## config.mk

```make
export PLATFORM = sky130hd
export DESIGN_NAME = lssr_top
export DESIGN_NICKNAME = d
export VERILOG_FILES = /design/src/core/lssr_pkg.sv /design/src/core/lssr_det_if.sv /design/src/core/lssr_asd.sv /design/src/core/lssr_top.sv
export VERILOG_INCLUDE_DIRS = /design/src /design/src/core
export SDC_FILE = /design/constraint.sdc
export NUM_CORES = 1
export LEC_CHECK = 0
export BUFFER_PORTS_ARGS = -buffer_cell sky130_fd_sc_hd__buf_2
export CORE_ASPECT_RATIO = 0.6
export CORE_MARGIN = 10
export CORE_UTILIZATION = 40
export CTS_CLUSTER_DIAMETER = 40
export DETAILED_ROUTE_END_ITERATION = 16
export PLACE_DENSITY = 0.66
export SLEW_MARGIN = 5
export SYNTH_ARGS = -nofsm -noshare
export SYNTH_HDL_FRONTEND = slang
export SYNTH_SLANG_ARGS = --single-unit
export TNS_END_PERCENT = 1
```

## constraint.sdc

```tcl
create_clock -name aclk -period 5.7 [get_ports aclk]
set_clock_uncertainty 0.05 [all_clocks]
set_input_delay 0 -clock aclk [delete_from_list [all_inputs] [get_ports aclk]]
set_output_delay 0 -clock aclk [all_outputs]
set_load 0.05 [all_outputs]
```

## src/core/lssr_defines.svh

```systemverilog
`ifndef LSSR_DEFINES_SVH
`define LSSR_DEFINES_SVH

`define LSSR_ADDR_W       8
`define LSSR_OFS_STATUS   8'h00
`define LSSR_OFS_CTRL     8'h04
`define LSSR_OFS_ISTAT    8'h08
`define LSSR_OFS_IMASK    8'h0C

`define LSSR_SPD_LSB      6
`define LSSR_SENSED_LSB   8
`define LSSR_PHYR_FLAG_BIT 10
`define LSSR_MACT_BIT     19

`define LSSR_C_FSPD_LSB   0
`define LSSR_C_FRC_BIT    2
`define LSSR_C_AUTO_BIT   3
`define LSSR_C_MDIS_BIT   4
`define LSSR_C_TRIG_BIT   5

`define LSSR_I_PHYR       0
`define LSSR_I_DET        1
`define LSSR_I_MSTOP      2
`define LSSR_IRQ_W        3

`define LSSR_PHYR_FLAG_RST 1'h1
`define LSSR_MACT_RST     1'h1
`define LSSR_SPD_10       2'h0
`define LSSR_SPD_100      2'h1
`define LSSR_SPD_1000     2'h2
`define LSSR_SPD_1000B    2'h3

`define LSSR_SENSE_CYC    8
`define LSSR_RESP_OKAY    2'h0
`define LSSR_RESP_SLVERR  2'h2

`endif

```

## src/core/lssr_pkg.sv

```systemverilog
package lssr_pkg;
	typedef logic [1:0] lssr_speed_t;
	typedef enum logic [2:0]
	{
		DET_IDLE  = 3'b001,
		DET_SENSE = 3'b010,
		DET_DONE  = 3'b100
	} lssr_det_e;
endpackage : lssr_pkg

```

## src/core/lssr_det_if.sv

```systemverilog
`timescale 1ns/100ps
interface lssr_det_if;
	logic                 start;
	lssr_pkg::lssr_speed_t phy_speed;
	lssr_pkg::lssr_speed_t result;
	logic                 done;
	modport ctl (output start, output phy_speed, input result, input done);
	modport det (input start, input phy_speed, output result, output done);
endinterface : lssr_det_if

```

## src/core/lssr_asd.sv

```systemverilog
`timescale 1ns/100ps
`include "lssr_defines.svh"
module lssr_spd_det #(
	parameter int SENSE_CYC = `LSSR_SENSE_CYC
) (
	input wire logic aclk,
	input wire logic aresetn,
	lssr_det_if.det  dif
);
	import lssr_pkg::*;

	lssr_det_e   state;
	lssr_det_e   next_state;
	logic [7:0]  cnt;
	logic [7:0]  next_cnt;
	lssr_speed_t res;
	lssr_speed_t next_res;

	assign dif.result = res;
	assign dif.done   = (state == DET_DONE);

	// A start while a run is in progress is dropped; the run under way finishes.
	always_comb
	begin
		next_state = state;
		next_cnt   = cnt;
		next_res   = res;
		unique case (state)
			DET_IDLE:
			begin
				next_cnt = 8'h00;
				if (dif.start)
					next_state = DET_SENSE;
			end
			DET_SENSE:
			begin
				next_cnt = cnt + 8'h01;
				if (cnt == 8'(SENSE_CYC - 1))
				begin
					next_res   = dif.phy_speed;
					next_state = DET_DONE;
				end
			end
			DET_DONE:
				next_state = DET_IDLE;
		endcase
	end

	always_ff @(posedge aclk)
	begin
		if (!aresetn)
		begin
			state <= DET_IDLE;
			cnt   <= 8'h00;
			res   <= `LSSR_SPD_10;
		end
		else
		begin
			state <= next_state;
			cnt   <= next_cnt;
			res   <= next_res;
		end
	end
endmodule : lssr_spd_det

```

## src/core/lssr_top.sv

```systemverilog
`timescale 1ns/100ps
`include "lssr_defines.svh"
// Functional notes
// - Speed code: 00 10M, 01 100M, 1x 1000M.
// - Speed from force, else auto, else PHY.
// - Auto speed set once per link up.
// - Speed field invalid in SerDes mode.
// - Bits 9:8 show auto-detected speed.
// - Trigger write starts detection, stores result.
// - PHY reset sets bit 10; resets to one.
// - Bit 10 clears only on zero write.
// - Bit 19 clears when disabled and idle.
// - No new requests while stopped and disabled.
module lssr_top (
	input  wire logic                  aclk,
	input  wire logic                  aresetn,
	input  wire logic [7:0]            awaddr,
	input  wire logic                  awvalid,
	output logic                       awready,
	input  wire logic [31:0]           wdata,
	input  wire logic [3:0]            wstrb,
	input  wire logic                  wvalid,
	output logic                       wready,
	output logic [1:0]                 bresp,
	output logic                       bvalid,
	input  wire logic                  bready,
	input  wire logic [7:0]            araddr,
	input  wire logic                  arvalid,
	output logic                       arready,
	output logic [31:0]                rdata,
	output logic [1:0]                 rresp,
	output logic                       rvalid,
	input  wire logic                  rready,
	input  wire lssr_pkg::lssr_speed_t phy_speed_pin,
	input  wire logic                  phy_reset_pin,
	input  wire logic                  link_up_pin,
	input  wire logic                  serdes_mode,
	input  wire logic                  master_pending,
	input  wire logic                  master_req_in,
	output logic                       master_req_out,
	output lssr_pkg::lssr_speed_t      link_speed,
	output logic                       irq
);
	import lssr_pkg::*;

	lssr_det_if dif ();
	lssr_spd_det u_det (.aclk(aclk), .aresetn(aresetn), .dif(dif));

	// Pin synchronisers; only the second stage feeds any logic.
	logic [3:0] sync1;
	logic [3:0] sync2;
	always_ff @(posedge aclk)
	begin
		if (!aresetn)
		begin
			sync1 <= 4'h0;
			sync2 <= 4'h0;
		end
		else
		begin
			sync1 <= {link_up_pin, phy_reset_pin, phy_speed_pin};
			sync2 <= sync1;
		end
	end
	lssr_speed_t phy_speed_s;
	logic        phyr_s;
	logic        link_s;
	assign phy_speed_s   = sync2[1:0];
	assign phyr_s        = sync2[2];
	assign link_s        = sync2[3];
	assign dif.phy_speed = phy_speed_s;

	// Bus state.
	logic              aw_hold, next_aw_hold, w_hold, next_w_hold;
	logic [7:0]        aw_q, next_aw_q;
	logic [31:0]       wd_q, next_wd_q;
	logic [3:0]        ws_q, next_ws_q;
	logic              next_awready, next_wready, next_bvalid, next_arready, next_rvalid;
	logic [1:0]        next_bresp, next_rresp;
	logic [31:0]       next_rdata;
	logic              wr_go;

	// Block state.
	logic [1:0]        ctl_fspd, next_ctl_fspd;
	logic              ctl_frc, next_ctl_frc, ctl_auto, next_ctl_auto;
	logic              ctl_mdis, next_ctl_mdis;
	logic              phy_reset_flag, next_phy_reset_flag;
	logic              master_active_flag, next_master_active_flag;
	lssr_speed_t       sensed_speed_value, next_sensed_speed_value;
	lssr_speed_t       speed_cfg, next_speed_cfg;
	logic              cfg_locked, next_cfg_locked;
	logic              link_q, phyr_q, det_start, next_det_start;
	logic [`LSSR_IRQ_W-1:0] istat, next_istat, imask, next_imask;
	logic [`LSSR_IRQ_W-1:0] events;
	lssr_speed_t       next_link_speed;
	logic              next_irq, next_req_out;
	logic              phyr_rise, link_rise, trig_wr, status_wr;

	assign dif.start = det_start;
	assign wr_go     = aw_hold && w_hold && !bvalid;
	assign status_wr = wr_go && (aw_q == `LSSR_OFS_STATUS);
	assign trig_wr   = wr_go && (aw_q == `LSSR_OFS_CTRL) && ws_q[0] && wd_q[`LSSR_C_TRIG_BIT];
	assign phyr_rise = phyr_s && !phyr_q;
	assign link_rise = link_s && !link_q;

	function automatic logic [31:0] read_word(input logic [7:0] a);
		logic [31:0] v;
		v = 32'h0;
		unique case (a)
			`LSSR_OFS_STATUS:
			begin
				v[`LSSR_SPD_LSB +: 2]  = link_speed;
				v[`LSSR_SENSED_LSB +: 2] = sensed_speed_value;
				v[`LSSR_PHYR_FLAG_BIT]   = phy_reset_flag;
				v[`LSSR_MACT_BIT]      = master_active_flag;
			end
			`LSSR_OFS_CTRL:
			begin
				v[`LSSR_C_FSPD_LSB +: 2] = ctl_fspd;
				v[`LSSR_C_FRC_BIT]       = ctl_frc;
				v[`LSSR_C_AUTO_BIT]      = ctl_auto;
				v[`LSSR_C_MDIS_BIT]      = ctl_mdis;
			end
			`LSSR_OFS_ISTAT: v[`LSSR_IRQ_W-1:0] = istat;
			`LSSR_OFS_IMASK: v[`LSSR_IRQ_W-1:0] = imask;
			default:         v = 32'h0;
		endcase
		return v;
	endfunction : read_word

	function automatic logic mapped(input logic [7:0] a);
		return (a == `LSSR_OFS_STATUS) || (a == `LSSR_OFS_CTRL) ||
			(a == `LSSR_OFS_ISTAT) || (a == `LSSR_OFS_IMASK);
	endfunction : mapped

	always_comb
	begin
		next_aw_hold = aw_hold;
		next_aw_q    = aw_q;
		next_w_hold  = w_hold;
		next_wd_q    = wd_q;
		next_ws_q    = ws_q;
		next_bvalid  = bvalid;
		next_bresp   = bresp;
		next_rvalid  = rvalid;
		next_rdata   = rdata;
		next_rresp   = rresp;
		if (bvalid && bready)
			next_bvalid = 1'b0;
		if (awvalid && awready)
		begin
			next_aw_hold = 1'b1;
			next_aw_q    = {awaddr[7:2], 2'h0};
		end
		if (wvalid && wready)
		begin
			next_w_hold = 1'b1;
			next_wd_q   = wdata;
			next_ws_q   = wstrb;
		end
		if (wr_go)
		begin
			next_aw_hold = 1'b0;
			next_w_hold  = 1'b0;
			next_bvalid  = 1'b1;
			next_bresp   = mapped(aw_q) ? `LSSR_RESP_OKAY : `LSSR_RESP_SLVERR;
		end
		if (rvalid && rready)
			next_rvalid = 1'b0;
		if (arvalid && arready)
		begin
			next_rvalid = 1'b1;
			next_rdata  = read_word({araddr[7:2], 2'h0});
			next_rresp  = mapped({araddr[7:2], 2'h0}) ? `LSSR_RESP_OKAY : `LSSR_RESP_SLVERR;
		end
		next_awready = !next_aw_hold && !next_bvalid;
		next_wready  = !next_w_hold && !next_bvalid;
		next_arready = !next_rvalid;
	end

	always_ff @(posedge aclk)
	begin
		if (!aresetn)
		begin
			aw_hold <= 1'b0;
			aw_q    <= 8'h00;
			w_hold  <= 1'b0;
			wd_q    <= 32'h0;
			ws_q    <= 4'h0;
			awready <= 1'b0;
			wready  <= 1'b0;
			bvalid  <= 1'b0;
			bresp   <= `LSSR_RESP_OKAY;
			arready <= 1'b0;
			rvalid  <= 1'b0;
			rdata   <= 32'h0;
			rresp   <= `LSSR_RESP_OKAY;
		end
		else
		begin
			aw_hold <= next_aw_hold;
			aw_q    <= next_aw_q;
			w_hold  <= next_w_hold;
			wd_q    <= next_wd_q;
			ws_q    <= next_ws_q;
			awready <= next_awready;
			wready  <= next_wready;
			bvalid  <= next_bvalid;
			bresp   <= next_bresp;
			arready <= next_arready;
			rvalid  <= next_rvalid;
			rdata   <= next_rdata;
			rresp   <= next_rresp;
		end
	end

	always_comb
	begin
		next_ctl_fspd           = ctl_fspd;
		next_ctl_frc            = ctl_frc;
		next_ctl_auto           = ctl_auto;
		next_ctl_mdis           = ctl_mdis;
		next_istat              = istat;
		next_imask              = imask;
		next_phy_reset_flag     = phy_reset_flag;
		next_sensed_speed_value = sensed_speed_value;
		next_speed_cfg          = speed_cfg;
		next_cfg_locked         = cfg_locked;
		if (wr_go && ws_q[0] && (aw_q == `LSSR_OFS_CTRL))
		begin
			next_ctl_fspd = wd_q[`LSSR_C_FSPD_LSB +: 2];
			next_ctl_frc  = wd_q[`LSSR_C_FRC_BIT];
			next_ctl_auto = wd_q[`LSSR_C_AUTO_BIT];
			next_ctl_mdis = wd_q[`LSSR_C_MDIS_BIT];
		end
		if (wr_go && ws_q[0] && (aw_q == `LSSR_OFS_IMASK))
			next_imask = wd_q[`LSSR_IRQ_W-1:0];
		if (wr_go && ws_q[0] && (aw_q == `LSSR_OFS_ISTAT))
			next_istat = istat & ~wd_q[`LSSR_IRQ_W-1:0];
		if (status_wr && ws_q[1] && !wd_q[`LSSR_PHYR_FLAG_BIT])
			next_phy_reset_flag = 1'b0;
		if (phyr_rise)
			next_phy_reset_flag = 1'b1;
		if (dif.done)
			next_sensed_speed_value = dif.result;
		if (!link_s)
			next_cfg_locked = 1'b0;
		else if (ctl_auto && !cfg_locked && dif.done)
		begin
			next_speed_cfg  = dif.result;
			next_cfg_locked = 1'b1;
		end
		next_det_start = trig_wr || (ctl_auto && link_rise);
		next_master_active_flag = !(ctl_mdis && !master_pending);
		next_req_out = master_req_in && next_master_active_flag;
		if (serdes_mode)
			next_link_speed = `LSSR_SPD_10;
		else if (ctl_frc)
			next_link_speed = ctl_fspd;
		else if (ctl_auto)
			next_link_speed = speed_cfg;
		else
			next_link_speed = phy_speed_s;
		events = '0;
		events[`LSSR_I_PHYR]  = phyr_rise;
		events[`LSSR_I_DET]   = dif.done;
		events[`LSSR_I_MSTOP] = master_active_flag && !next_master_active_flag;
		next_istat = next_istat | events;
		next_irq   = |(next_istat & next_imask);
	end

	// Status writes touch only the clear of bit 10; read-only fields have no write path.
	always_ff @(posedge aclk)
	begin
		if (!aresetn)
		begin
			ctl_fspd           <= `LSSR_SPD_10;
			ctl_frc            <= 1'b0;
			ctl_auto           <= 1'b0;
			ctl_mdis           <= 1'b0;
			istat              <= '0;
			imask              <= '0;
			phy_reset_flag     <= `LSSR_PHYR_FLAG_RST;
			master_active_flag <= `LSSR_MACT_RST;
			sensed_speed_value <= `LSSR_SPD_10;
			speed_cfg          <= `LSSR_SPD_10;
			cfg_locked         <= 1'b0;
			link_q             <= 1'b0;
			phyr_q             <= 1'b0;
			det_start          <= 1'b0;
			master_req_out     <= 1'b0;
			link_speed         <= `LSSR_SPD_10;
			irq                <= 1'b0;
		end
		else
		begin
			ctl_fspd           <= next_ctl_fspd;
			ctl_frc            <= next_ctl_frc;
			ctl_auto           <= next_ctl_auto;
			ctl_mdis           <= next_ctl_mdis;
			istat              <= next_istat;
			imask              <= next_imask;
			phy_reset_flag     <= next_phy_reset_flag;
			master_active_flag <= next_master_active_flag;
			sensed_speed_value <= next_sensed_speed_value;
			speed_cfg          <= next_speed_cfg;
			cfg_locked         <= next_cfg_locked;
			link_q             <= link_s;
			phyr_q             <= phyr_s;
			det_start          <= next_det_start;
			master_req_out     <= next_req_out;
			link_speed         <= next_link_speed;
			irq                <= next_irq;
		end
	end
endmodule : lssr_top

```

## After elaboration in Yosys (flattened, before gate mapping)

Index checks and enable logic that the tools add are counted.

| word-level totals | value |
|---|---|
| flip-flop bits (word level) | 87 |
| bits of input ports | 66 |
| output and inout bits | 45 |
| logic and storage cells | 130 |

| operators by class | value |
|---|---|
| add/subtract/negate cells | 1 |
| eq/ne operators | 12 |
| muxes and demuxes | 22 |
| bitwise operators | 5 |
| reductions and logical operators | 55 |

Operators with widths:

| kind | number |
|---|---|
| logical AND 1 bit | 27 |
| == test 6 x 2 -> 1 bit (second input constant) | 4 |
| case mux 3 bit (3 select lines) | 2 |
| case mux 8 bit (2 select lines) | 1 |
| == test 6 x 1 -> 1 bit (second input constant) | 2 |
| 2-to-1 mux 3 bit | 4 |
| logical NOT 1 bit | 11 |
| 2-to-1 mux 2 bit | 5 |
| 2-to-1 mux 1 bit | 9 |
| adder 8 x 1 -> 8 bit (second input constant) | 1 |
| == test 8 x 3 -> 1 bit (second input constant) | 1 |
| logical NOT 8 bit | 1 |
| AND reduction 2 bit | 4 |
| logical OR 1 bit | 7 |
| bitwise AND 3 bit | 2 |
| logical NOT 6 bit | 1 |
| 2-to-1 mux 5 bit | 1 |
| OR reduction 2 bit | 2 |
| == test 3 x 1 -> 1 bit (second input constant) | 1 |
| == test 3 x 2 -> 1 bit (second input constant) | 1 |
| == test 3 bit (second input constant) | 1 |
| inverter 3 bit | 1 |
| OR 3 bit | 1 |
| OR reduction 3 bit | 1 |
| other kinds (4) | 4 |

## Longest topological paths before layout

| logic depth | value |
|---|---|
| depth after elaboration | 8 |
| mapped depth | 5 |

## Cells and area by module

From an unflattened synthesis, not the netlist that was laid out.

| unflattened totals | value |
|---|---|
| cell total of the unflattened synthesis | 355 |
| area total of the unflattened synthesis | 3,374.5 µm² |

By module, submodules not included:

| module | times used | cells an instance | area each (µm²) |
|---|---|---|---|
| lssr_top | 1 | 285 | 2,752.6 |
| lssr_spd_det | 1 | 70 | 621.8 |

## Least setup slack after synthesis

OpenSTA, ideal clock, no wires.

| timing path | value |
|---|---|
| path kind | reg2reg |
| start point | register bvalid |
| end point | register ctl_auto |
| library setup time | 0.128 ns |
| arrival | 1.722 ns |
| slack | 3.800 ns |
| stages on the path, launching flop included | 5 |
| period minus slack after synthesis | 1.900 ns |
| cells stage by stage | dfxtp_1 nand3b_1 nor4_4 mux2i_1 nor2_1 |

| between the ends | value |
|---|---|
| longest elaborated chain between the ends | 4 |

RTL lines:

| what | RTL line | RTL |
|---|---|---|
| start, declared | lssr_top.sv:25 | `output logic bvalid,` |
| start signal, assigned | lssr_top.sv:208 | `bvalid <= next_bvalid;` |
| logical NOT 1 bit | lssr_top.sv:100 | `assign wr_go = aw_hold && w_hold && !bvalid;` |
| logical AND 1 bit | lssr_top.sv:100 |  |
| logical AND 1 bit (2 in a row) | lssr_top.sv:229 | `` if (wr_go && ws_q[0] && (aw_q == `LSSR_OFS_CTRL)) `` |
| end signal, assigned | lssr_top.sv:299 | `ctl_auto <= next_ctl_auto;` |
| end, declared | lssr_top.sv:85 | `logic ctl_frc, next_ctl_frc, ctl_auto, next_ctl_auto;` |

Every way passes these cells.
A chain may end at the register's enable or synchronous reset.

## Worst setup path after layout

| timing path | value |
|---|---|
| start point | register aw_q[4] |
| end point | register ctl_fspd[0] |

| between the ends | value |
|---|---|
| longest elaborated chain between the ends | 2 |

RTL lines:

| what | RTL line | RTL |
|---|---|---|
| start, declared | lssr_top.sv:75 | `logic [7:0] aw_q, next_aw_q;` |
| start signal, assigned | lssr_top.sv:202 | `aw_q <= next_aw_q;` |
| == test 6 x 1 -> 1 bit (no source line) | n/a |  |
| logical AND 1 bit | lssr_top.sv:229 |  |
| end signal, assigned | lssr_top.sv:277 | `` ctl_fspd <= `LSSR_SPD_10; `` |
| end signal, assigned | lssr_top.sv:297 | `ctl_fspd <= next_ctl_fspd;` |
| end, declared | lssr_top.sv:84 | `logic [1:0] ctl_fspd, next_ctl_fspd;` |

Every way passes these cells.

==> flow_summary.yaml <==
run_status:
  status: "finished, final reports clean"
synthesis:
  synth_top_cell_by_area: "dfxtp_1"
  synth_area_leaders: "dfxtp_1, buf_4, a21oi_1"
  postSynthAreaPerCell_um2: 9.04
  synth-seq-cells: 81
  synth_edf_count: 0
  synth.distinct_cells: 48
  yosysTopAreaCellShare_pct: 48.7
  synthXorXnorAreaFrac_pct: 0
  ys_seq_area_share_pct: 48.7
  synth_compound_area_share_pct: 14.1
  synthMuxAreaShare_pct: 6.58
  async_flop_share_pct: 0
  syn-cell-area_mm2: 0.00333
  ys.flop_type: "dfxtp_1"
  synthAdderAreaFrac_pct: 0.376
  ys_warn_count: 0
  syn_inst: 368
  synth_top_family_by_area: "simple AND/OR/NAND/NOR gates"
  synth-simple-area-share_pct: 21.8
floorplanning:
  fp-row-count: 25
  die_x_um: 138
  die-area_mm2: 0.0125
  io_pins: 111
  start_util_pct: 41.7
  chipHeight_um: 90.7
  core_area_mm2: 0.00798
critical_path:
  critPathRequiredTime_ps: 5860
  crit_family: "simple AND/OR/NAND/NOR gates"
  end_kind: "register"
  start_kind: "register"
  cp_slowest_stage_delay_ps: 760
  reg2reg_from: "aw_q[4]"
  worstPathArrival_ps: 2310
  r2r-end: "ctl_fspd[0]"
  crit_fanout: 8
  timing.critical_path.cells: "or4_1, nor4_4, mux2i_1, nor2_1"
  rrSetupSlack_ps: 3550
  r2r_cells: 4
  path_class: "reg2reg"
  crit_buf_inv: 0
  cp_slowest_cell: "or4_1"
placement:
  placed_cell_area_mm2: 0.00357
  gp_congestion: 0.802
  dp_slack_ps: 3570
  dp_hpwl_um: 5900
  numPortBuffers: 56
  dp_cells: 511
final_layout:
  drive_gt1_share_pct: 18.1
  num-fill-cells: 754
  nNetsFinal: 516
  area_growth_pct: 28.2
  n_antenna_cell: 0
  mostFrequentLayoutCell: "dfxtp_1"
  finalNonFillerCells: 562
  postLayoutCellArea_mm2: 0.00427
  seq_area_mm2: 0.00162
  final_cell_mix: "dfxtp_1, buf_2, nor2_1"
  multi_input_comb_area_mm2: 0.00151
detailed_routing:
  drc: 0
  firstDrtPassIters: 4
  vias: 2772
  viasPerCell: 4.93
  final_antenna_net_count: 0
  drtIter0Drc: 158
  drt-total-wl_um: 8110
  wl_per_cell_um: 14.4
clock_tree:
  ctsLongestPathBuffers: 2
  htree_levels: 3
  cts_tree: "done"
  clk_pin_slew_ps: 60
  cts_buffers: 9
  postCtsSetupBuffers: 0
  clock-sinks: 81
  cts_root_buf: "clkbuf_16"
  insertion_delay_ps: 340
hold_path:
  hold_depth: 4
  worstHoldEndpoint: "rdata[2]"
  hold_class: "in2reg"
  min-delay-start: "araddr[3]"
sta:
  rsz0062_at_grt: "false"
  relSlewSlack_pct: 56.5
  worstMarginPinSlew_ps: 647
  fin_crit_ps: 2150
  setup_tns_ps: 0
  fmax_ghz: 0.465
  drv_slew: 0
  hold_violations: 0
  finalCritPeriodShare_pct: 37.7
  setup_slack_ps: 3550
  setup_viol_count_final: 0
grt:
  antenna_found_initial: 0
  first_global_vias: 2714
  grt_max_degree: 48
  overflow: 0
  grt_use_total_pct: 13.4
  grt_pass1_wl_um: 13500
pwr:
  switchingPower_mw: 0.331
  swShare_pct: 23.9
  powerDensity_mw_per_mm2: 325
  p_int_mw: 1.05
  ir_drop_mv: 0.223
  p_seq_share_pct: 43.1
  clockPowerShare_pct: 47.4
  total_power_mw: 1.38
  p_leak_nw: 1.72
  p_comb_share_pct: 9.5
run:
  maxCapViolations: 0
## kinds of logic (layout without fill, tap and decap cells)
| logic type | after synthesis | in the layout |
|---|---|---|
| AOI/OAI and AO/OA | 69 | 69 |
| adders and majority gates | 1 | 1 |
| buffers and inverters | 48 | 112 |
| DFF | 81 | 81 |
| muxes | 21 | 21 |
| other | 1 | 23 |
| and+or+nand+nor | 147 | 147 |
## worst register-to-register path, stage by stage (launching register included)
cell     delay, ps
dfxtp_1        320
or4_1          770
nor4_4         570
mux2i_1        260
nor2_1          60
## timing repair
item | CTS | global route
endpoints found under the hold margin | 31 | 0
hold buffers | 35 | 0
gates resized for setup | 0 | 0
## how the worst max path moves through the flow
stage | from | cells past startpoint | end | slack [ps]
after floorplan | bvalid | 4 | ctl_auto | 3800
after global placement | aw_q[4] | 4 | ctl_fspd[0] | 3650
after detailed placement | aw_q[4] | 4 | ctl_fspd[0] | 3570
after CTS | aw_q[4] | 4 | ctl_fspd[0] | 3560
after global routing | aw_q[4] | 4 | ctl_fspd[0] | 3480
final | aw_q[4] | 4 | ctl_fspd[0] | 3550
## final cells by class
| type | instances | area share (%) |
|---|---|---|
| sequential | 81 | 38.0 |
| multi-input combinational | 261 | 35.5 |
| timing repair buffer | 92 | 15.0 |
| clock buffer | 10 | 5.37 |
| tap | 108 | 3.17 |
| clock inverter | 6 | 2.70 |
| inverter | 4 | 0.352 |
## registers in the layout, summed over array words and instances (netlist names), 2 cells and up
name                cells
sync2                   4
aw_q                    6
imask                   3
u_det.cnt               8
sync1                   4
rdata                  11
ws_q                    2
istat                   3
u_det.dif.result        2
wd_q                    7
link_speed              2
ctl_fspd                2
u_det.state             3
sensed_speed_value      2
speed_cfg               2
## cells in the mapped netlist (2+ instances only)
| cell type | number |
|---|---|
| dfxtp_1 | 81 |
| nor2_1 | 44 |
| nand2_1 | 41 |
| a21oi_1 | 34 |
| buf_4 | 23 |
| clkbuf_1 | 16 |
| mux2i_1 | 14 |
| nand3_1 | 14 |
| and2_1 | 12 |
| a22oi_1 | 9 |
| and3_1 | 6 |
| nand4_1 | 5 |
| a22o_1 | 4 |
| inv_1 | 4 |
| mux2_1 | 4 |
| nand2b_1 | 4 |
| nor2b_1 | 4 |
| nor3_1 | 4 |
| o21ai_0 | 4 |
| mux2_2 | 3 |
| o31ai_1 | 3 |
| o41ai_2 | 3 |
| a32oi_1 | 2 |
| buf_1 | 2 |
| buf_2 | 2 |
| nor4bb_1 | 2 |
| o22a_1 | 2 |
| or4_1 | 2 |
## routing by layer
layer | routed length [um] | global-route usage [%] | vias to the layer above | share of wire, %
met5 | 0 | 0 | - | 0
met1 | 3840 | 18.2 | 1273 | 47
met2 | 3440 | 18.4 | 92 | 42
met4 | 62 | 4.41 | 0 | 0.76
li1 | - | - | 1398 | -
met3 | 766 | 5.50 | 9 | 9.4
## per-stage QoR
step / hold slack, ps / utilization [%]
after floorplan: 63.8 / -
after global placement: 163 / 44.8
after detailed placement: 162 / 44.8
after CTS: 45.6 / 53.5
after global routing: 83.2 / 53.5
final: 65.5 / 53.5
## power groups by stage
stage | registers (mW) | clock network, mW | logic [mW]
6_report | 0.597 | 0.656 | 0.131
3_5_place_dp | 0.610 | 0 | 0.114
2_1_floorplan | 0.614 | 0 | 0.0952
5_1_grt | 0.600 | 0.694 | 0.143
4_1_cts | 0.597 | 0.672 | 0.131
3_3_place_gp | 0.609 | 0 | 0.112
(Power assumes the default switching activity.)
